File: config.mk
export PLATFORM = sky130hd
export DESIGN_NAME = spm_top
export DESIGN_NICKNAME = d
export VERILOG_FILES = /design/src/spm_pkg.sv /design/src/spm_fifo.sv /design/src/spm_top.sv
export SDC_FILE = /design/constraint.sdc
export NUM_CORES = 1
export LEC_CHECK = 0
export BUFFER_PORTS_ARGS = -buffer_cell sky130_fd_sc_hd__buf_2
export CORE_ASPECT_RATIO = 1.2
export CORE_UTILIZATION = 55
export CTS_CLUSTER_DIAMETER = 60
export DETAILED_ROUTE_END_ITERATION = 8
export PLACE_DENSITY = 0.72
export SKIP_CTS_REPAIR_TIMING = 1
export SYNTH_ARGS = -nofsm -noshare
export SYNTH_HDL_FRONTEND = slang
export SYNTH_HIERARCHICAL = 1
export SYNTH_SLANG_ARGS = --single-unit
export TNS_END_PERCENT = 20
File: constraint.sdc
create_clock -name I_CLK -period 4 [get_ports I_CLK]
set_input_delay 0.2 -clock I_CLK [delete_from_list [all_inputs] [get_ports I_CLK]]
set_output_delay 0.2 -clock I_CLK [all_outputs]
set_load 0.05 [all_outputs]
File: src/spm_pkg.sv
// Package for the signal peak monitor: register map, field layout, frame constants
package spm_pkg;
  // Register byte offsets on APB (printed offsets, all multiples of four)
  localparam logic [11:0] SPM_OFS_CTRL = 12'h270; // Monitor control
  localparam logic [11:0] SPM_OFS_PERIOD = 12'h274; // Period register
  localparam logic [11:0] SPM_OFS_EMB0 = 12'h278; // Embed enable A (0x0279 byte)
  localparam logic [11:0] SPM_OFS_EMB1 = 12'h27C; // Embed enable B (0x027A byte)
  localparam logic [11:0] SPM_OFS_HOLD = 12'h280; // Peak holding register
  localparam logic [11:0] SPM_OFS_STAT = 12'h284; // Status
  localparam logic [11:0] SPM_OFS_PATH = 12'h288; // Output path select
  // Field positions
  localparam int SPM_CTRL_EN_BIT = 1; // Peak detect enable
  localparam int SPM_EMB1_EN_BIT = 1; // Embed enable bit in second reg
  localparam logic [1:0] SPM_EMB0_EN_VAL = 2'h3; // Bits 1:0 must both be set
  localparam logic [2:0] SPM_PATH_RST = 3'h0; // Path select reset value
  localparam logic [2:0] SPM_PATH_SERIAL = 3'h7; // All three path bits set
  localparam int SPM_PEAK_W = 13; // Peak value width
  localparam int SPM_PERIOD_W = 24; // Period width
  localparam logic [23:0] SPM_PERIOD_RST = 24'h00_0050; // Period reset value
  localparam logic [23:0] SPM_TIMER_END = 24'h00_0001; // Transfer at count 1
  // Frame layout
  localparam int SPM_FRAME_W = 25; // Bits per frame
  localparam int SPM_SUB_W = 5; // Bits per subframe
  localparam logic [3:0] SPM_FRAME_ID = 4'h1; // Identifier bits 0001
  localparam logic [4:0] SPM_IDLE_SUB = 5'h1F; // Idle subframe of ones
  localparam logic [4:0] SPM_BIT_CNT_LAST = 5'h18; // Index of last frame bit
  localparam logic [31:0] SPM_RD_ZERO = 32'h0000_0000; // Unmapped read value

  // Sample in: signed value with valid
  typedef struct packed {
    logic valid;
    logic [15:0] data;
  } spm_sample_t;

  // APB request group
  typedef struct packed {
    logic psel;
    logic penable;
    logic pwrite;
    logic [11:0] paddr;
    logic [31:0] pwdata;
  } spm_apb_req_t;
endpackage

File: src/spm_fifo.sv
// Parameterised valid/ready FIFO for peak words headed to the serialiser
module spm_fifo
  import spm_pkg::*;
#(
  parameter int WIDTH = 13,
  parameter int DEPTH = 8
)
(
  input wire logic i_clk,
  input wire logic i_rst,
  input wire logic i_in_valid,
  output logic o_in_ready,
  input wire logic [WIDTH-1:0] i_in_data,
  output logic o_out_valid,
  input wire logic i_out_ready,
  output logic [WIDTH-1:0] o_out_data
);
  localparam int AW = $clog2(DEPTH);

  // Depth must be a power of two at least 2
  initial
  begin
    if (DEPTH < 2 || (1 << AW) != DEPTH || WIDTH < 1)
      $error("spm_fifo: bad DEPTH or WIDTH");
  end

  // Pointer and count state in one struct; storage array kept apart
  typedef struct packed {
    logic [AW-1:0] wr_ptr;
    logic [AW-1:0] rd_ptr;
    logic [AW:0] count;
  } spm_fifo_state_t;

  spm_fifo_state_t st_reg;
  spm_fifo_state_t st_next;
  logic [WIDTH-1:0] mem [DEPTH]; // Storage array
  logic push;
  logic pop;

  // Handshake flags
  assign o_in_ready = (st_reg.count != (AW+1)'(DEPTH));
  assign o_out_valid = (st_reg.count != '0);
  assign push = i_in_valid && o_in_ready;
  assign pop = o_out_valid && i_out_ready;
  assign o_out_data = mem[st_reg.rd_ptr];

  // Pointer and count update
  always_comb
  begin
    st_next = st_reg;
    if (push)
      st_next.wr_ptr = st_reg.wr_ptr + 1'b1;
    if (pop)
      st_next.rd_ptr = st_reg.rd_ptr + 1'b1;
    if (push && !pop)
      st_next.count = st_reg.count + 1'b1;
    else if (pop && !push)
      st_next.count = st_reg.count - 1'b1;
  end

  // State register
  always_ff @(posedge i_clk)
  begin
    if (i_rst)
      st_reg <= '0;
    else
      st_reg <= st_next;
  end

  // Storage write, no reset needed
  always_ff @(posedge i_clk)
  begin
    if (push)
      mem[st_reg.wr_ptr] <= i_in_data;
  end
endmodule

File: src/spm_top.sv
// Signal peak monitor with APB registers and framed serial control-bit output
// What this block does
// (RL1) Capture largest sample magnitude, sign ignored
// (RL2) Peak is a 13-bit unsigned value
// (RL3) Hold a 24-bit observation period in samples
// (RL4) Peak detect enabled by control bit 1
// (RL5) Host writes period before enabling detection
// (RL6) Enable loads timer; decrements each sample
// (RL7) Keep greater of input and stored magnitude
// (RL8) Seed store with current sample, not zero
// (RL9) Timer at 1 copies peak to holding
// (RL10) Reload timer, reseed store, keep comparing
// (RL11) Embed only when both enable fields set
// (RL12) Up to three control bits, MSB first
// (RL13) With one control bit, use the MSB
// (RL14) Serial output needs path select configured
// (RL15) 25-bit frame, MSB first, five subframes
// (RL16) Each subframe starts with a zero bit
// (RL17) ID 0001, then peak bits, three zero pad
// (RL18) Idle subframes of ones between frames; a word already in the FIFO goes out after one idle bit of one
module spm_top
  import spm_pkg::*;
#(
  parameter int SAMPLE_W = 16, // Input sample width
  parameter int FIFO_DEPTH = 8 // Peak word buffer depth
)
(
  input wire logic I_CLK,
  input wire logic I_SYS_RST,
  input wire logic I_SAMPLE_VALID,
  input wire logic [SAMPLE_W-1:0] I_SAMPLE,
  input wire logic [1:0] I_CS_COUNT,
  input wire logic I_PSEL,
  input wire logic I_PENABLE,
  input wire logic I_PWRITE,
  input wire logic [11:0] I_PADDR,
  input wire logic [31:0] I_PWDATA,
  output logic [31:0] O_PRDATA,
  output logic O_PREADY,
  output logic O_PSLVERR,
  output logic O_CTRL_VALID,
  output logic [2:0] O_CTRL_BITS
);
  // Samples of 14 to 32 bits are scaled down to the peak width; other widths refused
  initial
  begin
    if (SAMPLE_W < SPM_PEAK_W + 1 || SAMPLE_W > 32)
      $error("spm_top: SAMPLE_W out of range");
  end

  // Serialiser phase
  typedef enum logic [0:0] {SER_IDLE, SER_FRAME} spm_ser_t;

  // All state of the block except the peak word FIFO
  typedef struct packed {
    logic ctrl_en; // Peak detect enable
    logic [SPM_PERIOD_W-1:0] period; // Period register
    logic [1:0] emb0; // Embed enable field A
    logic emb1; // Embed enable field B
    logic [2:0] path; // Output path select
    logic running; // Measurement in progress
    logic [SPM_PERIOD_W-1:0] timer; // Countdown timer
    logic [SPM_PEAK_W-1:0] store; // Internal magnitude store
    logic [SPM_PEAK_W-1:0] hold; // Holding register
    logic hold_new; // Holding updated since last status read
    logic overflow; // Peak word dropped, FIFO full
    spm_ser_t ser; // Serialiser phase
    logic [4:0] bit_idx; // Bit index inside frame or idle subframe
    logic [SPM_FRAME_W-1:0] shreg; // Frame shift register
    logic [2:0] cbits; // Control bits out
    logic cvalid; // Control bits valid
    logic [31:0] prdata; // APB read data
  } spm_state_t;

  spm_state_t st_reg;
  spm_state_t st_next;
  logic wr_acc; // APB write access phase
  logic rd_acc; // APB read setup phase
  logic embed_on; // Serial output fully enabled
  logic [SPM_PEAK_W-1:0] mag; // Current sample magnitude
  logic fifo_in_ready;
  logic fifo_out_valid;
  logic fifo_pop;
  logic [SPM_PEAK_W-1:0] fifo_out_data;
  logic xfer; // Timer transfer event
  logic push;

  // Magnitude of a signed sample, scaled to peak width
  function automatic logic [SPM_PEAK_W-1:0] magnitude(input logic [SAMPLE_W-1:0] s);
    logic [SAMPLE_W-1:0] a;
    a = s[SAMPLE_W-1] ? (~s + 1'b1) : s;
    // Most negative code saturates to full scale
    if (a[SAMPLE_W-1])
      magnitude = '1;
    else
      magnitude = a[SAMPLE_W-2 -: SPM_PEAK_W];
  endfunction

  // Build a 25-bit frame from a peak value
  function automatic logic [SPM_FRAME_W-1:0] make_frame(input logic [SPM_PEAK_W-1:0] p);
    make_frame = {1'b0, SPM_FRAME_ID, 1'b0, p[12:9], 1'b0, p[8:5],
                  1'b0, p[4:1], 1'b0, p[0], 3'b000}; // [RL16] [RL17]
  endfunction

  // APB decode, zero wait states
  assign wr_acc = I_PSEL && I_PENABLE && I_PWRITE;
  assign rd_acc = I_PSEL && !I_PENABLE && !I_PWRITE;
  assign O_PREADY = 1'b1;
  assign O_PSLVERR = 1'b0;
  assign O_PRDATA = st_reg.prdata;
  assign O_CTRL_VALID = st_reg.cvalid;
  assign O_CTRL_BITS = st_reg.cbits;

  // Serial output active only when all enables and path are set
  assign embed_on = (st_reg.emb0 == SPM_EMB0_EN_VAL) && st_reg.emb1 // [RL11]
                    && (st_reg.path == SPM_PATH_SERIAL); // [RL14]
  assign mag = magnitude(I_SAMPLE); // [RL1] [RL2]
  assign xfer = st_reg.running && I_SAMPLE_VALID && (st_reg.timer == SPM_TIMER_END);
  assign push = xfer && embed_on;
  assign fifo_pop = embed_on && I_SAMPLE_VALID && (st_reg.ser == SER_IDLE)
                    && (st_reg.bit_idx == 5'(SPM_SUB_W - 1)) && fifo_out_valid;

  // Peak words queue for the serialiser
  spm_fifo #(
    .WIDTH(SPM_PEAK_W),
    .DEPTH(FIFO_DEPTH)
  ) u_fifo (
    .i_clk(I_CLK),
    .i_rst(I_SYS_RST),
    .i_in_valid(push),
    .o_in_ready(fifo_in_ready),
    .i_in_data(st_reg.store >= mag ? st_reg.store : mag),
    .o_out_valid(fifo_out_valid),
    .i_out_ready(fifo_pop),
    .o_out_data(fifo_out_data)
  );

  // Next-state logic
  always_comb
  begin
    logic [SPM_PEAK_W-1:0] greater;
    logic sbit;
    greater = (st_reg.store >= mag) ? st_reg.store : mag; // [RL7]
    sbit = 1'b1;
    st_next = st_reg;
    // Read data holds from setup edge until the next read setup

    // Register writes
    if (wr_acc)
    begin
      case (I_PADDR)
        SPM_OFS_CTRL: st_next.ctrl_en = I_PWDATA[SPM_CTRL_EN_BIT];
        SPM_OFS_PERIOD: st_next.period = I_PWDATA[SPM_PERIOD_W-1:0]; // [RL3]
        SPM_OFS_EMB0: st_next.emb0 = I_PWDATA[1:0];
        SPM_OFS_EMB1: st_next.emb1 = I_PWDATA[SPM_EMB1_EN_BIT];
        SPM_OFS_PATH: st_next.path = I_PWDATA[2:0];
        default: st_next.path = st_reg.path; // Unmapped write ignored
      endcase
    end

    // Register reads, data ready in access phase
    if (rd_acc)
    begin
      case (I_PADDR)
        SPM_OFS_CTRL: st_next.prdata = 32'(st_reg.ctrl_en) << SPM_CTRL_EN_BIT;
        SPM_OFS_PERIOD: st_next.prdata = 32'(st_reg.period);
        SPM_OFS_EMB0: st_next.prdata = 32'(st_reg.emb0);
        SPM_OFS_EMB1: st_next.prdata = 32'(st_reg.emb1) << SPM_EMB1_EN_BIT;
        SPM_OFS_HOLD: st_next.prdata = 32'(st_reg.hold); // [RL9]
        SPM_OFS_STAT: st_next.prdata = {28'h000_0000, st_reg.overflow,
                                        st_reg.hold_new, embed_on, st_reg.running};
        SPM_OFS_PATH: st_next.prdata = 32'(st_reg.path);
        default: st_next.prdata = SPM_RD_ZERO; // Unmapped reads zero
      endcase
      // Status read clears sticky flags
      if (I_PADDR == SPM_OFS_STAT)
      begin
        st_next.hold_new = 1'b0;
        st_next.overflow = 1'b0;
      end
    end

    // Peak detector; period must already be written when enabled
    if (!st_reg.ctrl_en) // [RL4] [RL5]
    begin
      st_next.running = 1'b0;
    end
    else if (I_SAMPLE_VALID)
    begin
      if (!st_reg.running)
      begin
        // Start: load timer, seed with this sample
        st_next.running = 1'b1;
        st_next.timer = st_reg.period; // [RL6]
        st_next.store = mag; // [RL8]
      end
      else if (xfer)
      begin
        // Transfer, then restart measurement
        st_next.hold = greater; // [RL9]
        st_next.hold_new = 1'b1; // Set wins over read-clear
        st_next.timer = st_reg.period; // [RL10]
        st_next.store = mag; // [RL10]
        if (push && !fifo_in_ready)
          st_next.overflow = 1'b1;
      end
      else
      begin
        st_next.timer = st_reg.timer - 1'b1; // [RL6]
        st_next.store = greater; // [RL7]
      end
    end

    // Serialiser, one bit per sample
    st_next.cvalid = I_SAMPLE_VALID;
    if (!embed_on)
    begin
      st_next.ser = SER_IDLE;
      st_next.bit_idx = '0;
      st_next.cbits = '0;
    end
    else if (I_SAMPLE_VALID)
    begin
      case (st_reg.ser)
        SER_IDLE:
        begin
          sbit = SPM_IDLE_SUB[SPM_SUB_W-1]; // [RL18]
          if (fifo_pop)
          begin
            st_next.ser = SER_FRAME;
            st_next.bit_idx = '0;
            st_next.shreg = make_frame(fifo_out_data);
          end
          else if (st_reg.bit_idx == 5'(SPM_SUB_W - 1))
            st_next.bit_idx = '0;
          else
            st_next.bit_idx = st_reg.bit_idx + 1'b1;
        end
        SER_FRAME:
        begin
          sbit = st_reg.shreg[SPM_FRAME_W-1]; // [RL15]
          st_next.shreg = {st_reg.shreg[SPM_FRAME_W-2:0], 1'b1};
          if (st_reg.bit_idx == SPM_BIT_CNT_LAST)
          begin
            st_next.ser = SER_IDLE;
            st_next.bit_idx = 5'(SPM_SUB_W - 1);
          end
          else
            st_next.bit_idx = st_reg.bit_idx + 1'b1;
        end
        default: st_next.ser = SER_IDLE;
      endcase
      // Monitor bit in MSB control slot; others zero
      case (I_CS_COUNT) // [RL12]
        2'd0: st_next.cbits = 3'b000;
        default: st_next.cbits = {sbit, 2'b00}; // [RL13]
      endcase
    end
  end

  // State register
  always_ff @(posedge I_CLK)
  begin
    if (I_SYS_RST)
    begin
      st_reg <= '0;
      st_reg.period <= SPM_PERIOD_RST;
      st_reg.path <= SPM_PATH_RST;
      st_reg.ser <= SER_IDLE;
    end
    else
      st_reg <= st_next;
  end
endmodule

### Word-level counts from Yosys, hierarchy flattened

Memory sizes are Yosys's and may differ from the RTL's. A register that Yosys moved wholly into a read port is not among the register bits.
Index checks and enable logic that the tools add are counted.

| word-level totals | value |
|---|---|
| register bits after elaboration | 161 |
| bits in writable memories | 104 |
| output and inout port bits | 38 |
| memories | 1 |

| operators by class | value |
|---|---|
| equality and inequality tests | 14 |
| magnitude comparators | 1 |
| multiplexer cells | 28 |
| bitwise operators | 4 |
| add/subtract/negate cells | 7 |
| reductions and logical operators | 36 |

Memories:

| name | words | bits a word | rd ports | clocked after Yosys merged registers in | wr ports | RTL line | text |
|---|---|---|---|---|---|---|---|
| u_fifo.mem | 8 | 13 | 1 | 1 | 1 | spm_fifo.sv:36 | `logic [WIDTH-1:0] mem [DEPTH];` |

Operator list:

| kind | count |
|---|---|
| $pmux W24 S7 | 1 |
| $eq A12 B10 Y1 const B | 7 |
| $mux W37 | 2 |
| $pmux W31 S2 | 1 |
| $mux W13 | 2 |
| $mux W25 | 1 |
| $eq A24 B1 Y1 const B | 1 |
| $sub A24 B1 Y24 const B | 1 |
| $logic_and A1 B1 Y1 | 18 |
| $add A16 B1 Y16 const B | 1 |
| $mux W16 | 1 |
| $not A16 Y16 | 1 |
| $mux W5 | 3 |
| $ge A13 B13 Y1 | 1 |
| $mux W2 | 6 |
| $reduce_and A2 Y1 | 6 |
| $mux W3 | 3 |
| $mux W4 | 2 |
| $add A3 B1 Y3 const B | 2 |
| $add A5 B1 Y5 const B | 1 |
| $eq A5 B3 Y1 const B | 1 |
| $eq A5 B5 Y1 const B | 1 |
| $logic_not A1 Y1 | 5 |
| $mux W1 | 5 |
| other kinds (14) | 17 |

### Longest topological paths before layout

| logic depth | value |
|---|---|
| depth after elaboration | 11 |
| mapped depth | 16 |

### Cells and area by module

Netlist, hierarchy kept.

Modules (own cells, without submodules):

| module | cells an instance | area an instance (um^2) | instances | sequential area each (um^2) |
|---|---|---|---|---|
| spm_top | 880 | 7305.8 | 1 | 2822.7 |
| spm_fifo | 223 | 4636.9 | 1 | 3383.2 |

### Worst setup path after synthesis

OpenSTA, ideal clock, no wires.

| path | value |
|---|---|
| path kind | input port to flip-flop |
| start | in I_SAMPLE[3] |
| end | reg st_reg[69] in the netlist's numbering |
| required time | 3.883 ns |
| setup time | 0.117 ns |
| stages | 13 |
| setup slack | 0.341 ns |
| arrival | 3.541 ns |
| cell sequence | nor4_1 -> and4_1 -> nand3_1 -> nand2_1 -> inv_1 -> ha_1 -> nand2_1 -> o21ai_0 -> a31oi_1 -> o41ai_2 -> buf_2 -> mux2_2 -> a32o_1 |

| between the ends | value |
|---|---|
| longest elaborated chain between the ends | 6 |

RTL lines:

| element | RTL line | text |
|---|---|---|
| start, declared | spm_top.sv:31 | `input wire logic [SAMPLE_W-1:0] I_SAMPLE,` |
| $not A16 Y16 | spm_top.sv:91 | `a = s[SAMPLE_W-1] ? (~s + 1'b1) : s;` |
| $add A16 B1 Y16 | spm_top.sv:91 |  |
| $mux W16 * | spm_top.sv:91 |  |
| $mux W13 * | spm_top.sv:93 | `if (a[SAMPLE_W-1])` |
| $ge A13 B13 Y1 | spm_top.sv:143 | `greater = (st_reg.store >= mag) ? st_reg.store : mag;` |
| $mux W13 * | spm_top.sv:143 |  |
| end signal, assigned | spm_top.sv:272 | `st_reg <= st_next;` |
| end, declared | spm_top.sv:75 | `spm_state_t st_reg;` |

Mark *: on every way between the ends. The rest lies on a longest branch, timed or not.
A chain may end at the register's enable or synchronous reset.

### Worst setup path in the final report

| path | value |
|---|---|
| start | reg st_reg[100] in the netlist's numbering |
| end | reg u_fifo/st_reg[3] in the netlist's numbering |

| between the ends | value |
|---|---|
| longest elaborated chain between the ends | 7 |
| elaborated cells between the ends (all ways) | 9 |
| those cells by class | eq/ne: 1; mux: 1; reduce/logical: 7 |

RTL lines:

| element | RTL line | text |
|---|---|---|
| $eq A24 B1 Y1 * | spm_top.sv:118 | `assign xfer = st_reg.running && I_SAMPLE_VALID && (st_reg.timer == SPM_TIMER_END);` |
| $logic_and A1 B1 Y1 * | spm_top.sv:118 |  |
| $logic_and A1 B1 Y1 * | spm_top.sv:119 | `assign push = xfer && embed_on;` |
| net push | spm_top.sv:86 | `logic push;` |
| $logic_and A1 B1 Y1 * | spm_fifo.sv:43 | `assign push = i_in_valid && o_in_ready;` |
| net u_fifo.push | spm_fifo.sv:37 | `logic push;` |
| $logic_not A1 Y1 | spm_fifo.sv:57 | `else if (pop && !push)` |
| $logic_and A1 B1 Y1 | spm_fifo.sv:57 |  |
| $reduce_bool A2 Y1 (no line) | - |  |
| end signal, assigned | spm_fifo.sv:67 | `st_reg <= st_next;` |
| end, declared | spm_fifo.sv:34 | `spm_fifo_state_t st_reg;` |

The timed path passes the listed nets; every way through them passes the cells marked *.

==> results.txt <==
The instance area at placement came out at 12400 um^2. The DRC violations left is 0. The run finished with clean final reports.

By startpoint and endpoint, the worst setup path is classified as reg -> reg. The largest vdd supply drop is 0.316 mV. The final design utilization came out at 0.638. Yosys instantiated no cell more often than sky130_fd_sc_hd__dfxtp_1.

The number of DRC violations after detailed-routing iteration 0 is 517. Measured against the total synthesized area, the mux share comes to 0.106. The worst hold margin came out at 0.0280 ns.

The share of total power dissipated in combinational logic is 0.044. The switching fraction of total power is 0.212. The floorplan die width came out at 137 um. The number of I/O pins came out at 106. The first global-routing pass estimated 41.4 mm of wire. Adding up every negative setup slack in the final design gives 0 ns.

The kind of start point of the critical path is a flop. The average wire per cell in the routed design came out at 17.9 um. Port buffering added 85 buffers.

In the routed layout, each cell is associated on average with a via count of 5.89. The clock net in this run drives a total of 258 sinks. The weighted congestion reported at the end of routability-driven placement is 0.837. The slack of the worst reg-to-reg path is 0.37 ns.

The largest clock skew in the final design came out at 0.0214 ns. In this run the deepest clock path goes through 3 buffers. After the last flow step, the layout net total stands at 1260.

By count the netlist is led by sky130_fd_sc_hd__dfxtp_1 (154), sky130_fd_sc_hd__nand2_1 (123), sky130_fd_sc_hd__edfxtp_1 (104). Setup repair after global routing left no endpoint under its margin. The number of maximum-capacitance violations came out at 0. The portion of total power attributed to the clock network came out at 0.446. The floorplan step defined a die boundary enclosing 22300 um^2. The number of cells produced by synthesis came out at 1103. The number of flip-flops and latches in the synthesized netlist is 258. In this run the static leakage power is 4.96 nW. The share of post-route cells with drive strength above 1 is 0.168. For this run the aggregate overflow at the end of global routing stands at 0. The initial antenna violation count came out at 0. The total count of max-transition violations in the final report is 0.

The transition time at the pin with the least slew margin is 1.13 ns. The final wirelength came out at 26.1 mm. The via count of the first global-routing pass is 8171. The number of H-tree branching levels is 1. For this run, the detailed router's first-pass iteration total came to 5. The non-filler instance count after layout came out at 1457.

The total setup violations reported at the end of the flow is 0. The antenna violation net count after detailed routing is 0. The clock input transition at the sequential cells of the worst setup and hold paths came out at 0.06 ns. Of the available clock period, the critical path in the final layout requires 0.908. The fraction of the yosys area taken by sequential cells came out at 0.520. 0 antenna diodes ended up in the layout. In this run, synthesis inferred 104 flip-flops with an integrated enable.

The total power density per cell area is 400 nW/um^2. The fraction of post-synthesis cell area in the top cell type by area came out at 0.261. For this run, the top clock speed supported by timing is 275 MHz. The routed layout has 8585 vias. The xor and xnor fraction of the mapped netlist area is 0.0139. The starting density of the core came out at 0.566. The area fraction in compound gates after synthesis is 0.144. The finished cells cover 13500 um^2. The relative area change from synthesis to final layout is 12.8%.

TritonCTS built the clock tree. The die height came out at 163 um. The area fraction in and, or, nand and nor cells after synthesis is 0.133. The unique cell type count in the Yosys netlist came out at 78. The total clock buffers created by CTS is 25. Once detailed placement completed, the half-perimeter wirelength came to 17.2 mm. The sequential power share came out at 0.510.

In the global route stage, overall resource usage came out at 0.237. The min-delay analysis places its worst path in the category in -> reg. The maximum number of pins on one net before global-route repair is 76. Cell internal power was estimated by the tool at 4.25 mW. For the finished layout, the period the worst path requires is 3.63 ns. By area the synthesized netlist is led by sky130_fd_sc_hd__edfxtp_1 (26%), sky130_fd_sc_hd__dfxtp_1 (26%), sky130_fd_sc_hd__mux4_1 (5.3%). The cell row count came out at 58. The peak fanout along the critical path is 7. The arrival time reported for the critical path endpoint came out at 4.04 ns. The worst-case headroom to the max-slew limit came out at 0.243.

In the synthesized netlist the dominant register cell turns out to be sky130_fd_sc_hd__dfxtp_1. The cell at the root of the clock tree is sky130_fd_sc_hd__clkbuf_16. The post-placement cell count came out at 1388. The post-synthesis instance area is 11900 um^2. The adder-cell share of the synthesized area came out at 0.0247. The switching power of the nets came out at 1.14 mW. The area inside the core boundary is 21100 um^2.

After synthesis, the largest family of logic cells by area is compound AO/OA/AOI/OAI gates. STA classifies the critical path endpoint as a flop. The flip-flop count of the largest register, all copies and words added is 115.

The final-report hold violation count came out at 0. The synthesis warning total came out at 6. The average footprint of a synthesized cell is 10.8 um^2. The synthesized design spends more area on one cell type than any other, namely sky130_fd_sc_hd__edfxtp_1.

Of all flip-flops after synthesis, the portion carrying an async set or reset was 0. The clock latency on the worst-skew pair is 0.53 ns. The required time of the critical path came out at 4.41 ns.
## cell families after synthesis
group / count (synthesis)
simple gates: 334
flops: 258
compound gates: 251
buf+inv: 135
mux: 81
fa+ha+maj: 23
xor+xnor: 19
other cells: 2
## cell type report
| class | instances | area [um^2] |
|---|---|---|
| fill | 1661 | 7640 |
| sequential | 258 | 6210 |
| multi-input combinational | 720 | 5110 |
| timing repair buffer | 135 | 863 |
| clock buffer | 35 | 703 |
| tap | 270 | 338 |
| clock inverter | 10 | 141 |
| inverter | 29 | 109 |
## power groups by stage
stage               combinational, mW  clock, mW  sequential (mW)
floorplan                       0.144          0             2.81
global placement                0.215          0             2.81
detailed placement              0.219          0             2.81
CTS                             0.222       2.45             2.75
global route                    0.263       2.54             2.75
finish                          0.239       2.40             2.75
## critical path, stage by stage, from the launching register on
cell,delay (ns)
sky130_fd_sc_hd__dfxtp_1,0.37
sky130_fd_sc_hd__or4_4,0.59
sky130_fd_sc_hd__nor4_4,0.42
sky130_fd_sc_hd__and3_1,0.25
sky130_fd_sc_hd__and2_1,0.25
sky130_fd_sc_hd__nand2_2,0.15
sky130_fd_sc_hd__inv_1,0.08
sky130_fd_sc_hd__ha_1,0.16
sky130_fd_sc_hd__inv_1,0.09
sky130_fd_sc_hd__ha_1,0.33
sky130_fd_sc_hd__a21oi_1,0.20
sky130_fd_sc_hd__a211oi_1,0.09
sky130_fd_sc_hd__a31oi_1,0.17
sky130_fd_sc_hd__mux2_2,0.35
## layout by cell type (no fill, tap or decap), types with 27 or more instances in the layout
cell type / n
sky130_fd_sc_hd__buf_4: 27
sky130_fd_sc_hd__edfxtp_1: 104
sky130_fd_sc_hd__nand2_1: 123
sky130_fd_sc_hd__dfxtp_1: 154
sky130_fd_sc_hd__nor2_1: 88
sky130_fd_sc_hd__a21oi_1: 75
sky130_fd_sc_hd__inv_1: 29
sky130_fd_sc_hd__buf_2: 84
sky130_fd_sc_hd__nand3_1: 33
sky130_fd_sc_hd__o21ai_0: 42
sky130_fd_sc_hd__mux2_2: 29
## per-stage QoR
step / total power, mW / worst slack, ns
finish: 5.39 / 0.366
global route: 5.55 / 0.139
CTS: 5.42 / 0.389
detailed placement: 3.03 / 0.421
global placement: 3.02 / 0.460
floorplan: 2.95 / 0.341
## per-layer routing
metal / GRT usage / vias to the layer above / part of all wire
met3: 0.0317 / 46 / 0.040
met2: 0.423 / 196 / 0.51
met1: 0.292 / 4180 / 0.42
li1: - / 4163 / -
met5: 0 / - / 0
met4: 0.0778 / 0 / 0.024
## final timing paths
path,start,end,depth (start not counted)
min,I_CS_COUNT[0],O_CTRL_BITS[2],3
min reg2reg,O_PRDATA[22],O_PRDATA[22],2
max,st_reg[100],u_fifo/st_reg[3],13
max reg2reg,st_reg[100],u_fifo/st_reg[3],13
No activity file was read; power rests on OpenSTA's default activity.
